**src/dcam_pkg.sv**
```systemverilog
// Constants, register map and state types for the clear and fault monitor.
// Assumes a single 100 MHz clock and a simple strobe register port.
package dcam_pkg;

    localparam int NCH  = 12;
    localparam int NIN  = 4;
    localparam int NTMP = 3;
    localparam int NALM = 11;

    // Register word indexes on the register port.
    localparam logic [6:0] A_CFG0   = 7'h00;
    localparam logic [6:0] A_CFG1   = 7'h01;
    localparam logic [6:0] A_CTRL   = 7'h02;
    localparam logic [6:0] A_FEN    = 7'h03;
    localparam logic [6:0] A_STAT   = 7'h04;
    localparam logic [6:0] A_MASKA  = 7'h05;
    localparam logic [6:0] A_MASKB  = 7'h06;
    localparam logic [6:0] A_SWCLR  = 7'h07;
    localparam logic [6:0] A_ACSRC  = 7'h08;
    localparam logic [6:0] A_ACEN   = 7'h09;
    localparam logic [6:0] A_PWR    = 7'h0a;
    localparam logic [6:0] A_SRST   = 7'h0f;
    localparam logic [4:0] G_INHI   = 5'h04;
    localparam logic [4:0] G_INLO   = 5'h05;
    localparam logic [4:0] G_INHYS  = 5'h06;
    localparam logic [4:0] G_THI    = 5'h08;
    localparam logic [4:0] G_TLO    = 5'h09;
    localparam logic [4:0] G_THYS   = 5'h0a;
    localparam logic [2:0] G_CODE   = 3'h3;

    // Field positions.
    localparam int ACSRC_IN   = 0;
    localparam int ACSRC_TMP  = 1;
    localparam int ACSRC_OVH  = 2;
    localparam int ACEN_LSB   = 3;
    localparam int B_OVH      = 10;
    localparam int B_TMP0     = 4;

    // Values after reset.
    localparam logic [2:0]  IN_CNT_RST = 3'h3;
    localparam logic [1:0]  T_CNT_RST  = 2'h2;
    localparam logic [11:0] IN_HI_RST  = 12'hfff;
    localparam logic [11:0] IN_LO_RST  = 12'h000;
    localparam logic [11:0] T_HI_RST   = 12'h7ff;
    localparam logic [11:0] T_LO_RST   = 12'h800;

    // Temperatures are signed with eight steps per degree.
    localparam int TEMP_STEP_PER_DEG = 8;
    localparam int OVH_LIMIT_DEG     = 150;
    localparam int OVH_HYS_DEG       = 8;
    localparam logic signed [13:0] OVH_LIMIT = 14'(OVH_LIMIT_DEG * TEMP_STEP_PER_DEG);
    localparam logic signed [13:0] OVH_HYS   = 14'(OVH_HYS_DEG * TEMP_STEP_PER_DEG);

    typedef struct packed {
        logic        valid;
        logic [1:0]  sel;
        logic [11:0] value;
    } dcam_conv_t;

    typedef struct packed {
        logic [2:0]               in_cnt;
        logic [1:0]               t_cnt;
        logic                     unlatch;
        logic [NALM-1:0]          fen;
        logic [NCH-1:0]           mask_a;
        logic [NCH-1:0]           mask_b;
        logic [NCH-1:0]           sw_clr;
        logic [2:0]               ac_src;
        logic [NCH-1:0]           ac_en;
        logic                     lt_pwr;
        logic [NIN-1:0][11:0]     in_hi;
        logic [NIN-1:0][11:0]     in_lo;
        logic [NIN-1:0][6:0]      in_hys;
        logic [NTMP-1:0][11:0]    t_hi;
        logic [NTMP-1:0][11:0]    t_lo;
        logic [NTMP-1:0][4:0]     t_hys;
        logic [NCH-1:0][11:0]     code;
        logic [NCH-1:0][11:0]     latch;
        logic [NCH-1:0]           clr;
        logic [NALM-1:0]          active;
        logic [NALM-1:0]          status;
        logic [NALM-1:0][8:0]     cnt;
        logic                     drive;
        logic [15:0]              rdata;
    } dcam_state_t;

    function automatic dcam_state_t dcam_rst_state();
        dcam_state_t s;
        s        = '0;
        s.in_cnt = IN_CNT_RST;
        s.t_cnt  = T_CNT_RST;
        s.lt_pwr = 1'b1;
        for (int i = 0; i < NIN; i++)
        begin
            s.in_hi[i] = IN_HI_RST;
            s.in_lo[i] = IN_LO_RST;
        end
        for (int i = 0; i < NTMP; i++)
        begin
            s.t_hi[i] = T_HI_RST;
            s.t_lo[i] = T_LO_RST;
        end
        return s;
    endfunction

endpackage

```
**src/dcam_monitor.sv**
```systemverilog
// Clear control for twelve converter latches and window fault monitor.
// Assumes conversion results arrive as one-cycle valid strobes on sys_clk.
//
// Implementation choices: the register addresses and the strobed register port.
`timescale 1ns/1ps
`default_nettype none

module dcam_monitor
    import dcam_pkg::*;
(
    input  wire logic                 sys_clk,            // System clock.
    input  wire logic                 reset,              // Asynchronous reset.
    input  wire logic [6:0]           reg_addr,           // Register index.
    input  wire logic [15:0]          reg_wdata,          // Write data.
    input  wire logic                 reg_wr,             // Write strobe.
    input  wire logic                 reg_rd,             // Read strobe.
    output logic      [15:0]          reg_rdata,          // Read data, cycle after strobe.
    input  wire logic                 hw_clear_input_a_n, // Clear pin A.
    input  wire logic                 hw_clear_input_b_n, // Clear pin B.
    input  wire dcam_conv_t           adc_conv,           // Analog input result.
    input  wire dcam_conv_t           temp_conv,          // Temperature result.
    input  wire logic [NCH-1:0][11:0] dac_data,           // Channel data registers.
    input  wire logic [NCH-1:0]       dac_load,           // Normal latch load.
    output logic      [NCH-1:0][11:0] dac_latch,          // Channel latches.
    output logic      [NCH-1:0]       channel_clear_select, // Channels in clear.
    output logic                      fault_pin_o,        // Fault pin level.
    output logic                      fault_pin_oe_n      // Fault pin enable.
);

    localparam dcam_state_t ST_RST = dcam_rst_state();

    dcam_state_t st_q;
    dcam_state_t st_d;
    logic [NCH-1:0]  clr_now;
    logic [NALM-1:0] ev;
    logic [NALM-1:0] outr;
    logic [NALM-1:0] back;
    logic            stat_rd;
    logic            ac_hit;

    function automatic logic signed [13:0] sx(input logic [11:0] v);
        return {{2{v[11]}}, v};
    endfunction

    function automatic logic [8:0] in_n(input logic [2:0] c);
        // Widen before adding so that code 7 does not wrap to a shift of zero.
        return (c == 3'h0) ? 9'h001 : 9'(9'h001 << (4'(c) + 4'h1));
    endfunction

    function automatic logic [8:0] t_n(input logic [1:0] c);
        return 9'(9'h001 << c);
    endfunction

    // Consecutive count filter; returns {active, count}.
    function automatic logic [9:0] filt(input logic act, input logic [8:0] cnt,
                                        input logic o, input logic b, input logic [8:0] n);
        logic [8:0] c1;
        c1 = cnt + 9'h001;
        if (act)
            return {~b, 9'h000};
        else if (o && (c1 >= n))
            return {1'b1, 9'h000};
        else if (o)
            return {1'b0, c1};
        else
            return 10'h000;
    endfunction

    function automatic logic [15:0] rd_mux(input dcam_state_t s, input logic [6:0] a);
        logic [15:0] r;
        r = 16'h0000;
        case (a)
            A_CFG0:  r = {15'h0000, |s.status};
            A_CFG1:  r = {11'h000, s.t_cnt, s.in_cnt};
            A_CTRL:  r = {15'h0000, s.unlatch};
            A_FEN:   r = {5'h00, s.fen};
            A_STAT:  r = {5'h00, s.status};
            A_MASKA: r = {4'h0, s.mask_a};
            A_MASKB: r = {4'h0, s.mask_b};
            A_SWCLR: r = {4'h0, s.sw_clr};
            A_ACSRC: r = {13'h0000, s.ac_src};
            A_ACEN:  r = {1'b0, s.ac_en, 3'h0};
            A_PWR:   r = {15'h0000, s.lt_pwr};
            default:
            begin
                case (a[6:2])
                    G_INHI:  r = {4'h0, s.in_hi[a[1:0]]};
                    G_INLO:  r = {4'h0, s.in_lo[a[1:0]]};
                    G_INHYS: r = {9'h000, s.in_hys[a[1:0]]};
                    G_THI:   r = (a[1:0] < 2'h3) ? {4'h0, s.t_hi[a[1:0]]} : 16'h0000;
                    G_TLO:   r = (a[1:0] < 2'h3) ? {4'h0, s.t_lo[a[1:0]]} : 16'h0000;
                    G_THYS:  r = (a[1:0] < 2'h3) ? {11'h000, s.t_hys[a[1:0]]} : 16'h0000;
                    default:
                    begin
                        if (a[6:4] == G_CODE && a[3:0] < 4'hc)
                            r = {4'h0, s.code[a[3:0]]};
                    end
                endcase
            end
        endcase
        return r;
    endfunction

    always_comb
    begin
        logic signed [13:0] v;
        logic signed [13:0] h;
        logic [9:0]         f;
        logic [1:0]         m;
        v       = 14'sh0000;
        h       = 14'sh0000;
        f       = 10'h000;
        m       = 2'h0;
        st_d    = st_q;
        ev      = '0;
        outr    = '0;
        back    = '0;
        stat_rd = reg_rd && (reg_addr == A_STAT);

        if (reg_wr)
        begin
            case (reg_addr)
                A_CFG1:  {st_d.t_cnt, st_d.in_cnt} = reg_wdata[4:0];
                A_CTRL:  st_d.unlatch = reg_wdata[0];
                A_FEN:   st_d.fen = reg_wdata[NALM-1:0];
                A_MASKA: st_d.mask_a = reg_wdata[11:0];
                A_MASKB: st_d.mask_b = reg_wdata[11:0];
                A_SWCLR: st_d.sw_clr = reg_wdata[11:0];
                A_ACSRC: st_d.ac_src = reg_wdata[2:0];
                A_ACEN:  st_d.ac_en = reg_wdata[14:ACEN_LSB];
                A_PWR:   st_d.lt_pwr = reg_wdata[0];
                default:
                begin
                    case (reg_addr[6:2])
                        G_INHI:  st_d.in_hi[reg_addr[1:0]] = reg_wdata[11:0];
                        G_INLO:  st_d.in_lo[reg_addr[1:0]] = reg_wdata[11:0];
                        G_INHYS: st_d.in_hys[reg_addr[1:0]] = reg_wdata[6:0];
                        G_THI:
                        begin
                            if (reg_addr[1:0] < 2'h3)
                                st_d.t_hi[reg_addr[1:0]] = reg_wdata[11:0];
                        end
                        G_TLO:
                        begin
                            if (reg_addr[1:0] < 2'h3)
                                st_d.t_lo[reg_addr[1:0]] = reg_wdata[11:0];
                        end
                        G_THYS:
                        begin
                            if (reg_addr[1:0] < 2'h3)
                                st_d.t_hys[reg_addr[1:0]] = reg_wdata[4:0];
                        end
                        default:
                        begin
                            if (reg_addr[6:4] == G_CODE && reg_addr[3:0] < 4'hc)
                                st_d.code[reg_addr[3:0]] = reg_wdata[11:0];
                        end
                    endcase
                end
            endcase
        end

        // Window checks on analog inputs, one bit per input.
        for (int k = 0; k < NIN; k++)
        begin
            v       = {2'b00, adc_conv.value};
            h       = {7'h00, st_q.in_hys[k]};
            ev[k]   = adc_conv.valid && (adc_conv.sel == 2'(k));
            outr[k] = (v > {2'b00, st_q.in_hi[k]}) || (v < {2'b00, st_q.in_lo[k]});
            back[k] = (v + h <= {2'b00, st_q.in_hi[k]}) && (v >= {2'b00, st_q.in_lo[k]} + h);
        end

        // Temperature monitors, high and low bits each.
        for (int t = 0; t < NTMP; t++)
        begin
            m = 2'(t);
            v = sx(temp_conv.value);
            h = 14'({9'h000, st_q.t_hys[t]} * TEMP_STEP_PER_DEG);
            ev[B_TMP0 + 2*t]     = temp_conv.valid && (temp_conv.sel == m);
            ev[B_TMP0 + 2*t + 1] = temp_conv.valid && (temp_conv.sel == m);
            outr[B_TMP0 + 2*t]   = v > sx(st_q.t_hi[t]);
            back[B_TMP0 + 2*t]   = v <= sx(st_q.t_hi[t]) - h;
            outr[B_TMP0 + 2*t+1] = v < sx(st_q.t_lo[t]);
            back[B_TMP0 + 2*t+1] = v >= sx(st_q.t_lo[t]) + h;
        end

        // Die overheat from the local monitor with fixed margin.
        v          = sx(temp_conv.value);
        ev[B_OVH]  = temp_conv.valid && (temp_conv.sel == 2'h2) && st_q.lt_pwr;
        outr[B_OVH] = v > OVH_LIMIT;
        back[B_OVH] = v <= OVH_LIMIT - OVH_HYS;

        for (int k = 0; k < NALM; k++)
        begin
            if (ev[k])
            begin
                f = filt(st_q.active[k], st_q.cnt[k], outr[k], back[k],
                         (k < NIN) ? in_n(st_q.in_cnt) : t_n(st_q.t_cnt));
                if (k == B_OVH)
                    f = filt(st_q.active[k], st_q.cnt[k], outr[k], back[k], 9'h001);
                st_d.active[k] = f[9];
                st_d.cnt[k]    = f[8:0];
            end
        end

        if (!st_d.lt_pwr)
        begin
            st_d.active[B_OVH] = 1'b0;
            st_d.cnt[B_OVH]    = 9'h000;
        end

        // A new setting beats a clearing read in the same cycle.
        if (st_d.unlatch)
            st_d.status = st_d.active;
        else
            st_d.status = (st_q.status & ~{NALM{stat_rd}}) | (st_d.active & ev);
        if (!st_d.lt_pwr)
            st_d.status[B_OVH] = 1'b0;

        st_d.drive = |(st_d.status & st_d.fen);
        st_d.rdata = reg_rd ? rd_mux(st_q, reg_addr) : 16'h0000;

        ac_hit  = (st_q.ac_src[ACSRC_OVH] && st_q.active[B_OVH] && st_q.lt_pwr)
               || (st_q.ac_src[ACSRC_IN] && |st_q.active[NIN-1:0])
               || (st_q.ac_src[ACSRC_TMP] && |st_q.active[B_OVH-1:B_TMP0]);
        clr_now = ({NCH{!hw_clear_input_a_n}} & st_q.mask_a)
                | ({NCH{!hw_clear_input_b_n}} & st_q.mask_b)
                | st_q.sw_clr
                | ({NCH{ac_hit}} & st_q.ac_en);
        st_d.clr = clr_now;
        for (int c = 0; c < NCH; c++)
        begin
            if (clr_now[c] && !st_q.clr[c])
                st_d.latch[c] = st_q.code[c];
            else if (!clr_now[c] && (st_q.clr[c] || dac_load[c]))
                st_d.latch[c] = dac_data[c];
        end

        if (reg_wr && reg_addr == A_SRST)
            st_d = ST_RST;
    end

    always_ff @(posedge sys_clk or posedge reset)
    begin
        if (reset)
            st_q <= ST_RST;
        else
            st_q <= st_d;
    end

    assign reg_rdata            = st_q.rdata;
    assign dac_latch            = st_q.latch;
    assign channel_clear_select = st_q.clr;
    assign fault_pin_o          = 1'b0;
    assign fault_pin_oe_n       = ~st_q.drive;
endmodule

`default_nettype wire

```
**config.mk**
```make
export PLATFORM = sky130hd
export DESIGN_NAME = dcam_monitor
export DESIGN_NICKNAME = d
export VERILOG_FILES = /design/src/dcam_pkg.sv /design/src/dcam_monitor.sv
export SDC_FILE = /design/constraint.sdc
export NUM_CORES = 2
export LEC_CHECK = 0
export ABC_AREA = 0
export BUFFER_PORTS_ARGS = -buffer_cell sky130_fd_sc_hd__buf_2
export CAP_MARGIN = 25
export CORE_MARGIN = 2
export CORE_UTILIZATION = 49
export CTS_CLUSTER_DIAMETER = 150
export DETAILED_ROUTE_END_ITERATION = 8
export PLACE_DENSITY = 0.66
export SKIP_CTS_REPAIR_TIMING = 1
export SLEW_MARGIN = 5
export SYNTH_ARGS = -nofsm -noshare
export SYNTH_HDL_FRONTEND = slang
export SYNTH_SLANG_ARGS = --single-unit
```
**constraint.sdc**
```tcl
create_clock -name sys_clk -period 22 [get_ports sys_clk]
set_input_delay 0 -clock sys_clk [delete_from_list [all_inputs] [get_ports sys_clk]]
set_output_delay 0 -clock sys_clk [all_outputs]
set_load 0.01 [all_outputs]
```
Word level (Yosys, flattened, before mapping)
Cells that the tools add are included.
{"block": "totals", "input_bits": 215, "register_bits": 718}
{"block": "classes", "shifts": 2, "order_cmp": 47, "reduce_logical": 157, "bitwise_logic": 23, "n_eq_ne": 26, "mux": 143, "add_sub_neg": 26}
{"operator": "718-bit two-way mux", "count": 1}
{"operator": "12-bit two-way mux", "count": 38}
{"operator": "424-bit two-way mux", "count": 1}
{"operator": "355-bit two-way mux", "count": 1}
{"operator": "144-bit two-way mux", "count": 2}
{"operator": "10-bit two-way mux", "count": 22}
{"operator": "9-bit two-way mux", "count": 24}
{"operator": "15-bit one-hot mux with 11 select lines", "count": 1}
{"operator": "144-bit bitwise mux", "count": 1}
{"operator": "36-bit two-way mux", "count": 4}
{"operator": "12-bit by 7-bit adder with 13-bit output", "count": 8}
{"operator": "9-bit by 1-bit adder with 9-bit output (second input constant)", "count": 11}
{"operator": "12-bit binary-select mux with 2-bit select", "count": 4}
{"operator": "48-bit bitwise mux", "count": 2}
{"operator": "48-bit two-way mux", "count": 2}
{"operator": "12-bit by 13-bit greater-or-equal comparator with 1-bit output", "count": 7}
{"operator": "9-bit greater-or-equal comparator", "count": 10}
{"operator": "12-bit greater-than comparator", "count": 7}
{"operator": "12-bit < comparator", "count": 7}
{"operator": "36-bit bitwise mux", "count": 2}
{"operator": "12-bit one-hot mux with 6 select lines", "count": 1}
{"operator": "1-bit logical AND", "count": 56}
{"operator": "13-bit by 12-bit less-or-equal comparator with 1-bit output", "count": 4}
{"operator": "12-bit binary-select mux with 4-bit select", "count": 1}
{"operator": "62 further kinds", "count": 207}

Longest topological paths before layout
{"block": "depth", "word_depth": 17, "mapped_depth": 20}

Worst setup path before layout
OpenSTA, ideal clock, no wires.
{"block": "synth_path", "kind": "register to register", "start": "register st_q[716] (netlist name)", "end": "register st_q[28] (netlist name)", "path_stages_with_launch": 15, "path_slack_ns": 18.330, "arrival_ns": 3.587, "synth_period_minus_slack_ns": 3.670, "cell_sequence": "dfstp_2 > clkbuf_1 > nand2_1 > inv_1 > ha_1 > or3b_2 > ha_1 > and3_1 > a221oi_1 > nand3b_1 > or4b_2 > clkbuf_1 > nor2_1 > o21ai_0 > o21ai_0"}
{"block": "synth_between", "elab_chain_len": 9, "word_cells_on_any_way": 10, "classes_between": "add/sub: 1; order compare: 1; shift: 1; mux: 5; reduce/logical: 2"}
{"item": "start: declaration", "line_no": "dcam_monitor.sv:32", "rtl": "dcam_state_t st_q;"}
{"item": "start signal: assignment", "line_no": "dcam_monitor.sv:248", "rtl": "st_q <= st_d;"}
{"item": "3-bit by 1-bit adder with 4-bit output"}
{"item": "1-bit by 4-bit left shift with 9-bit output"}
{"item": "9-bit two-way mux (*)", "line_no": "dcam_monitor.sv:47", "rtl": "return (c == 3'h0) ? 9'h001 : 9'(9'h001 << (4'(c) + 4'h1));"}
{"item": "9-bit greater-or-equal comparator (*)", "line_no": "dcam_monitor.sv:61", "rtl": "else if (o && (c1 >= n))"}
{"item": "1-bit logical AND (*)", "line_no": "dcam_monitor.sv:61"}
{"item": "10-bit two-way mux (*)", "line_no": "dcam_monitor.sv:61"}
{"item": "10-bit two-way mux (*)", "line_no": "dcam_monitor.sv:59", "rtl": "if (act)"}
{"item": "9-bit two-way mux (*)", "line_no": "dcam_monitor.sv:195", "rtl": "if (ev[k])"}
{"item": "718-bit two-way mux (*)", "line_no": "dcam_monitor.sv:239", "rtl": "if (reg_wr && reg_addr == A_SRST)"}
Mark *: on every way between the ends. The rest lies on a longest branch, timed or not. The select of a mux whose other input is x is not followed.
A chain may end at the register's enable or synchronous reset.

==> reports/qor.yml <==
grt:
  grt-ovfl-total: 0
  antenna_found_initial: 9
  grt_max_degree: 126
  first_global_vias: 39800
  grt_usage_pct: 34.2
  grt_pass1_wl_mm: 262
setup_path:
  worstPathRequired_ps: 22520
  critPathLaunchType: "register"
  worstReg2RegEnd: "st_q[16]$_DFF_PP0_"
  critical_path_class: "register to register"
  reg2reg_depth: 19
  cp-end-kind: "register"
  path_max_fanout: 5
  r2r-start: "st_q[533]$_DFFE_PP0P_"
  critical_path_arrival_ps: 5400
  rrSetupSlack_ps: 17120
placement:
  place_congestion: 1.02
  io_buffers: 385
  dp_hpwl_mm: 134
cts:
  clkLatencyLatePin_ps: 680
  cts_made_buffers: 82
  root_buffer: "clkbuf_16"
  cts_tree: "yes"
  clkSlewWorstSetupHoldPaths_ps: 60
  htreeDepth: 3
  cts_num_sinks: 717
  clockBufferDepth: 3
sta:
  finalCritPeriodShare_pct: 22.2
  relSlewSlack_pct: 21.1
  hold_viol_final: 2
  fmax_mhz: 205
  period_needed_ps: 4880
  drv_slew: 0
  setup-violations-final: 0
  setup_tns_ps: 0
  worst-slew-pin-transition_ps: 1180
  rsz0062_at_grt: "false"
  whs_ps: -52.5
  skew_ps: 33.9
hold_path:
  hold_class: "input port to register"
  min_path_cells: 3
  whs_endpoint: "st_q[88]$_DFFE_PP0P_"
  min_from: "temp_conv[12]"
drt:
  drtPass1Iterations: 8
  routedWlPerCell_um: 26.3
  via_per_inst: 6.26
  drtIter0Drc: 5282
  vias: 43200
  drc: 0
  ant_nets: 0
  routed_wl_mm: 181
power:
  p_clk_share_pct: 33.4
  p_seq_share_pct: 39.0
  powerDensity_nw_per_um2: 79.7
  p_sw_w: 0.00154
  switching_share_pct: 34.9
  vdd_drop_max_v: 0.0000606
  internal_power_w: 0.00286
  power_leakage_nw: 25.2
  comb_power_share_pct: 27.6
floorplan:
  die_area_um2: 102000
  io_pins: 389
  core-area_um2: 98600
  die_width_um: 320
  rows: 115
  start_util_pct: 49.5
  dieHeight_um: 320
synthesis:
  yosysWarnings: 0
  ys_types: 86
  synth_area_um2: 48800
  synth-compound-area-share_pct: 17.6
  synth_cells: 5262
  synth_simple_gate_area_share_pct: 14.9
  synth-seq-cells: 717
  avgSynthCellArea_um2: 9.28
  synth_top_family_by_area: "compound AO/OA/AOI/OAI gates"
  synth-async-reset-ratio_pct: 100
  ys.flop_type: "dfrtp_1"
  yosysSeqAreaShare_pct: 37.0
  synthMuxAreaShare_pct: 7.79
  synth_edf_count: 0
  synth_adder_area_share_pct: 12.8
  synth-xor-area-share_pct: 2.78
cells_and_area:
  areaGrowthSynthToFinish_pct: 13.1
  seq_area_um2: 18100
  multiInputGateArea_um2: 27300
  fillers: 8692
  drive_gt1_share_pct: 14.7
  layout_common_cells: "dfrtp_1 (629), nand2_1 (550), ha_1 (477)"
  fin_nets: 6255
  final_common_cell: "dfrtp_1"
run:
  drv.max_cap_violation_count: 0
outcome:
  violations: "negative hold slack"
  outcome: "finished with violations"
-- final cells by class --
class	instances	area share (%)
multi-input cells	3824	49.4
flip-flops and latches	717	32.7
repair buffers	631	7.73
clock buffers	117	4.30
well taps	1287	2.92
inverters	293	2.00
clock inverters	37	0.904
diodes	3	0.0136
-- cell usage after synthesis (all sizes together), types with 61 or more instances --
master,instances,area share [%]
a22o,66,1.2
a21oi,250,2.6
and3,71,0.91
nand3,255,2.6
nand4,65,0.83
dfstp,88,4.7
o31ai,162,2.5
nor2,316,2.6
clkbuf,164,1.3
mux2i,212,4.4
ha,477,12
xnor2,114,2.0
dfrtp,629,32
nor3,61,0.64
buf,265,3.7
mux4,63,2.9
nand2,551,4.2
o21ai,454,4.7
a21o,61,0.94
inv,293,2.3
-- how the worst max path moves through the flow --
stage	cells past startpoint	endpoint	slack [ps]	start
2_1_floorplan	1	channel_clear_select[0]$_DFF_PP0_	2030	reset
3_3_place_gp	20	st_q[16]$_DFF_PP0_	17220	adc_conv[1]
3_5_place_dp	20	st_q[16]$_DFF_PP0_	17280	adc_conv[1]
4_1_cts	19	st_q[16]$_DFF_PP0_	17240	st_q[533]$_DFFE_PP0P_
5_1_grt	18	st_q[16]$_DFF_PP0_	16890	st_q[526]$_DFFE_PP0P_
6_report	19	st_q[16]$_DFF_PP0_	17120	st_q[533]$_DFFE_PP0P_
-- state kept, by name (all words and copies together) (netlist names) --
| signal | cells |
|---|---|
| dac_latch | 144 |
| reg_rdata | 15 |
| channel_clear_select | 12 |
| st_q | 546 |
-- stage by stage --
| stage | utilization [%] | worst slack, ps | std cells | total power [W] | instance area [µm²] |
|---|---|---|---|---|---|
| 6_report | 56.0 | 17120 | 6909 | 0.00440 | 55200 |
| 5_1_grt | 56.0 | 16890 | 6906 | 0.00460 | 55200 |
| 4_1_cts | 54.3 | 17240 | 6738 | 0.00435 | 53500 |
| 3_5_place_dp | 51.3 | 17280 | 6584 | 0.00289 | 50600 |
| 3_3_place_gp | 51.3 | 17220 | 6580 | 0.00286 | 50600 |
| 2_1_floorplan | - | 2030 | 5263 | 0.00254 | 48800 |
-- routing by layer --
metal	part of all wire (%)	routed length, µm	track usage [%]	vias to the layer above
met5	0.042	77	0	-
met4	5.7	10300	16.6	12
met3	10	18300	7.35	483
met2	44	80000	52.9	2327
met1	40	72700	45.7	21000
li1	-	-	-	19400
-- kinds of logic after synthesis --
| kind of cell | count (synthesis) |
|---|---|
| other | 1 |
| DFF | 717 |
| muxes | 298 |
| and+or+nand+nor | 1537 |
| AOI/OAI and AO/OA | 1341 |
| buffers and inverters | 722 |
| adders and majority gates | 491 |
| xor gates and xnor gates | 155 |
-- power by group through the flow --
stage / sequential, W / combinational [W] / clock (W)
floorplan: 0.00164 / 0.000905 / 0
CTS: 0.00170 / 0.00117 / 0.00148
global placement: 0.00172 / 0.00114 / 0
detailed placement: 0.00172 / 0.00117 / 0
finish: 0.00172 / 0.00121 / 0.00147
global route: 0.00173 / 0.00134 / 0.00154
-- worst max-delay path, cell delays in order, from the launching register on --
cell and delay (ps):
dfrtp_1 510, ha_1 350, a21o_1 170, a21oi_1 220, o21bai_1 100, a21oi_1 260
o21bai_1 100, a21oi_1 300, xnor2_1 190, ha_1 270, and3_1 160, a221oi_1 230
o21ai_0 140, a41o_1 260, nand3_1 70, a211oi_1 50, buf_4 190, a2111oi_0 640
a211oi_1 110, a31oi_1 410
(Power assumes the default switching activity.)
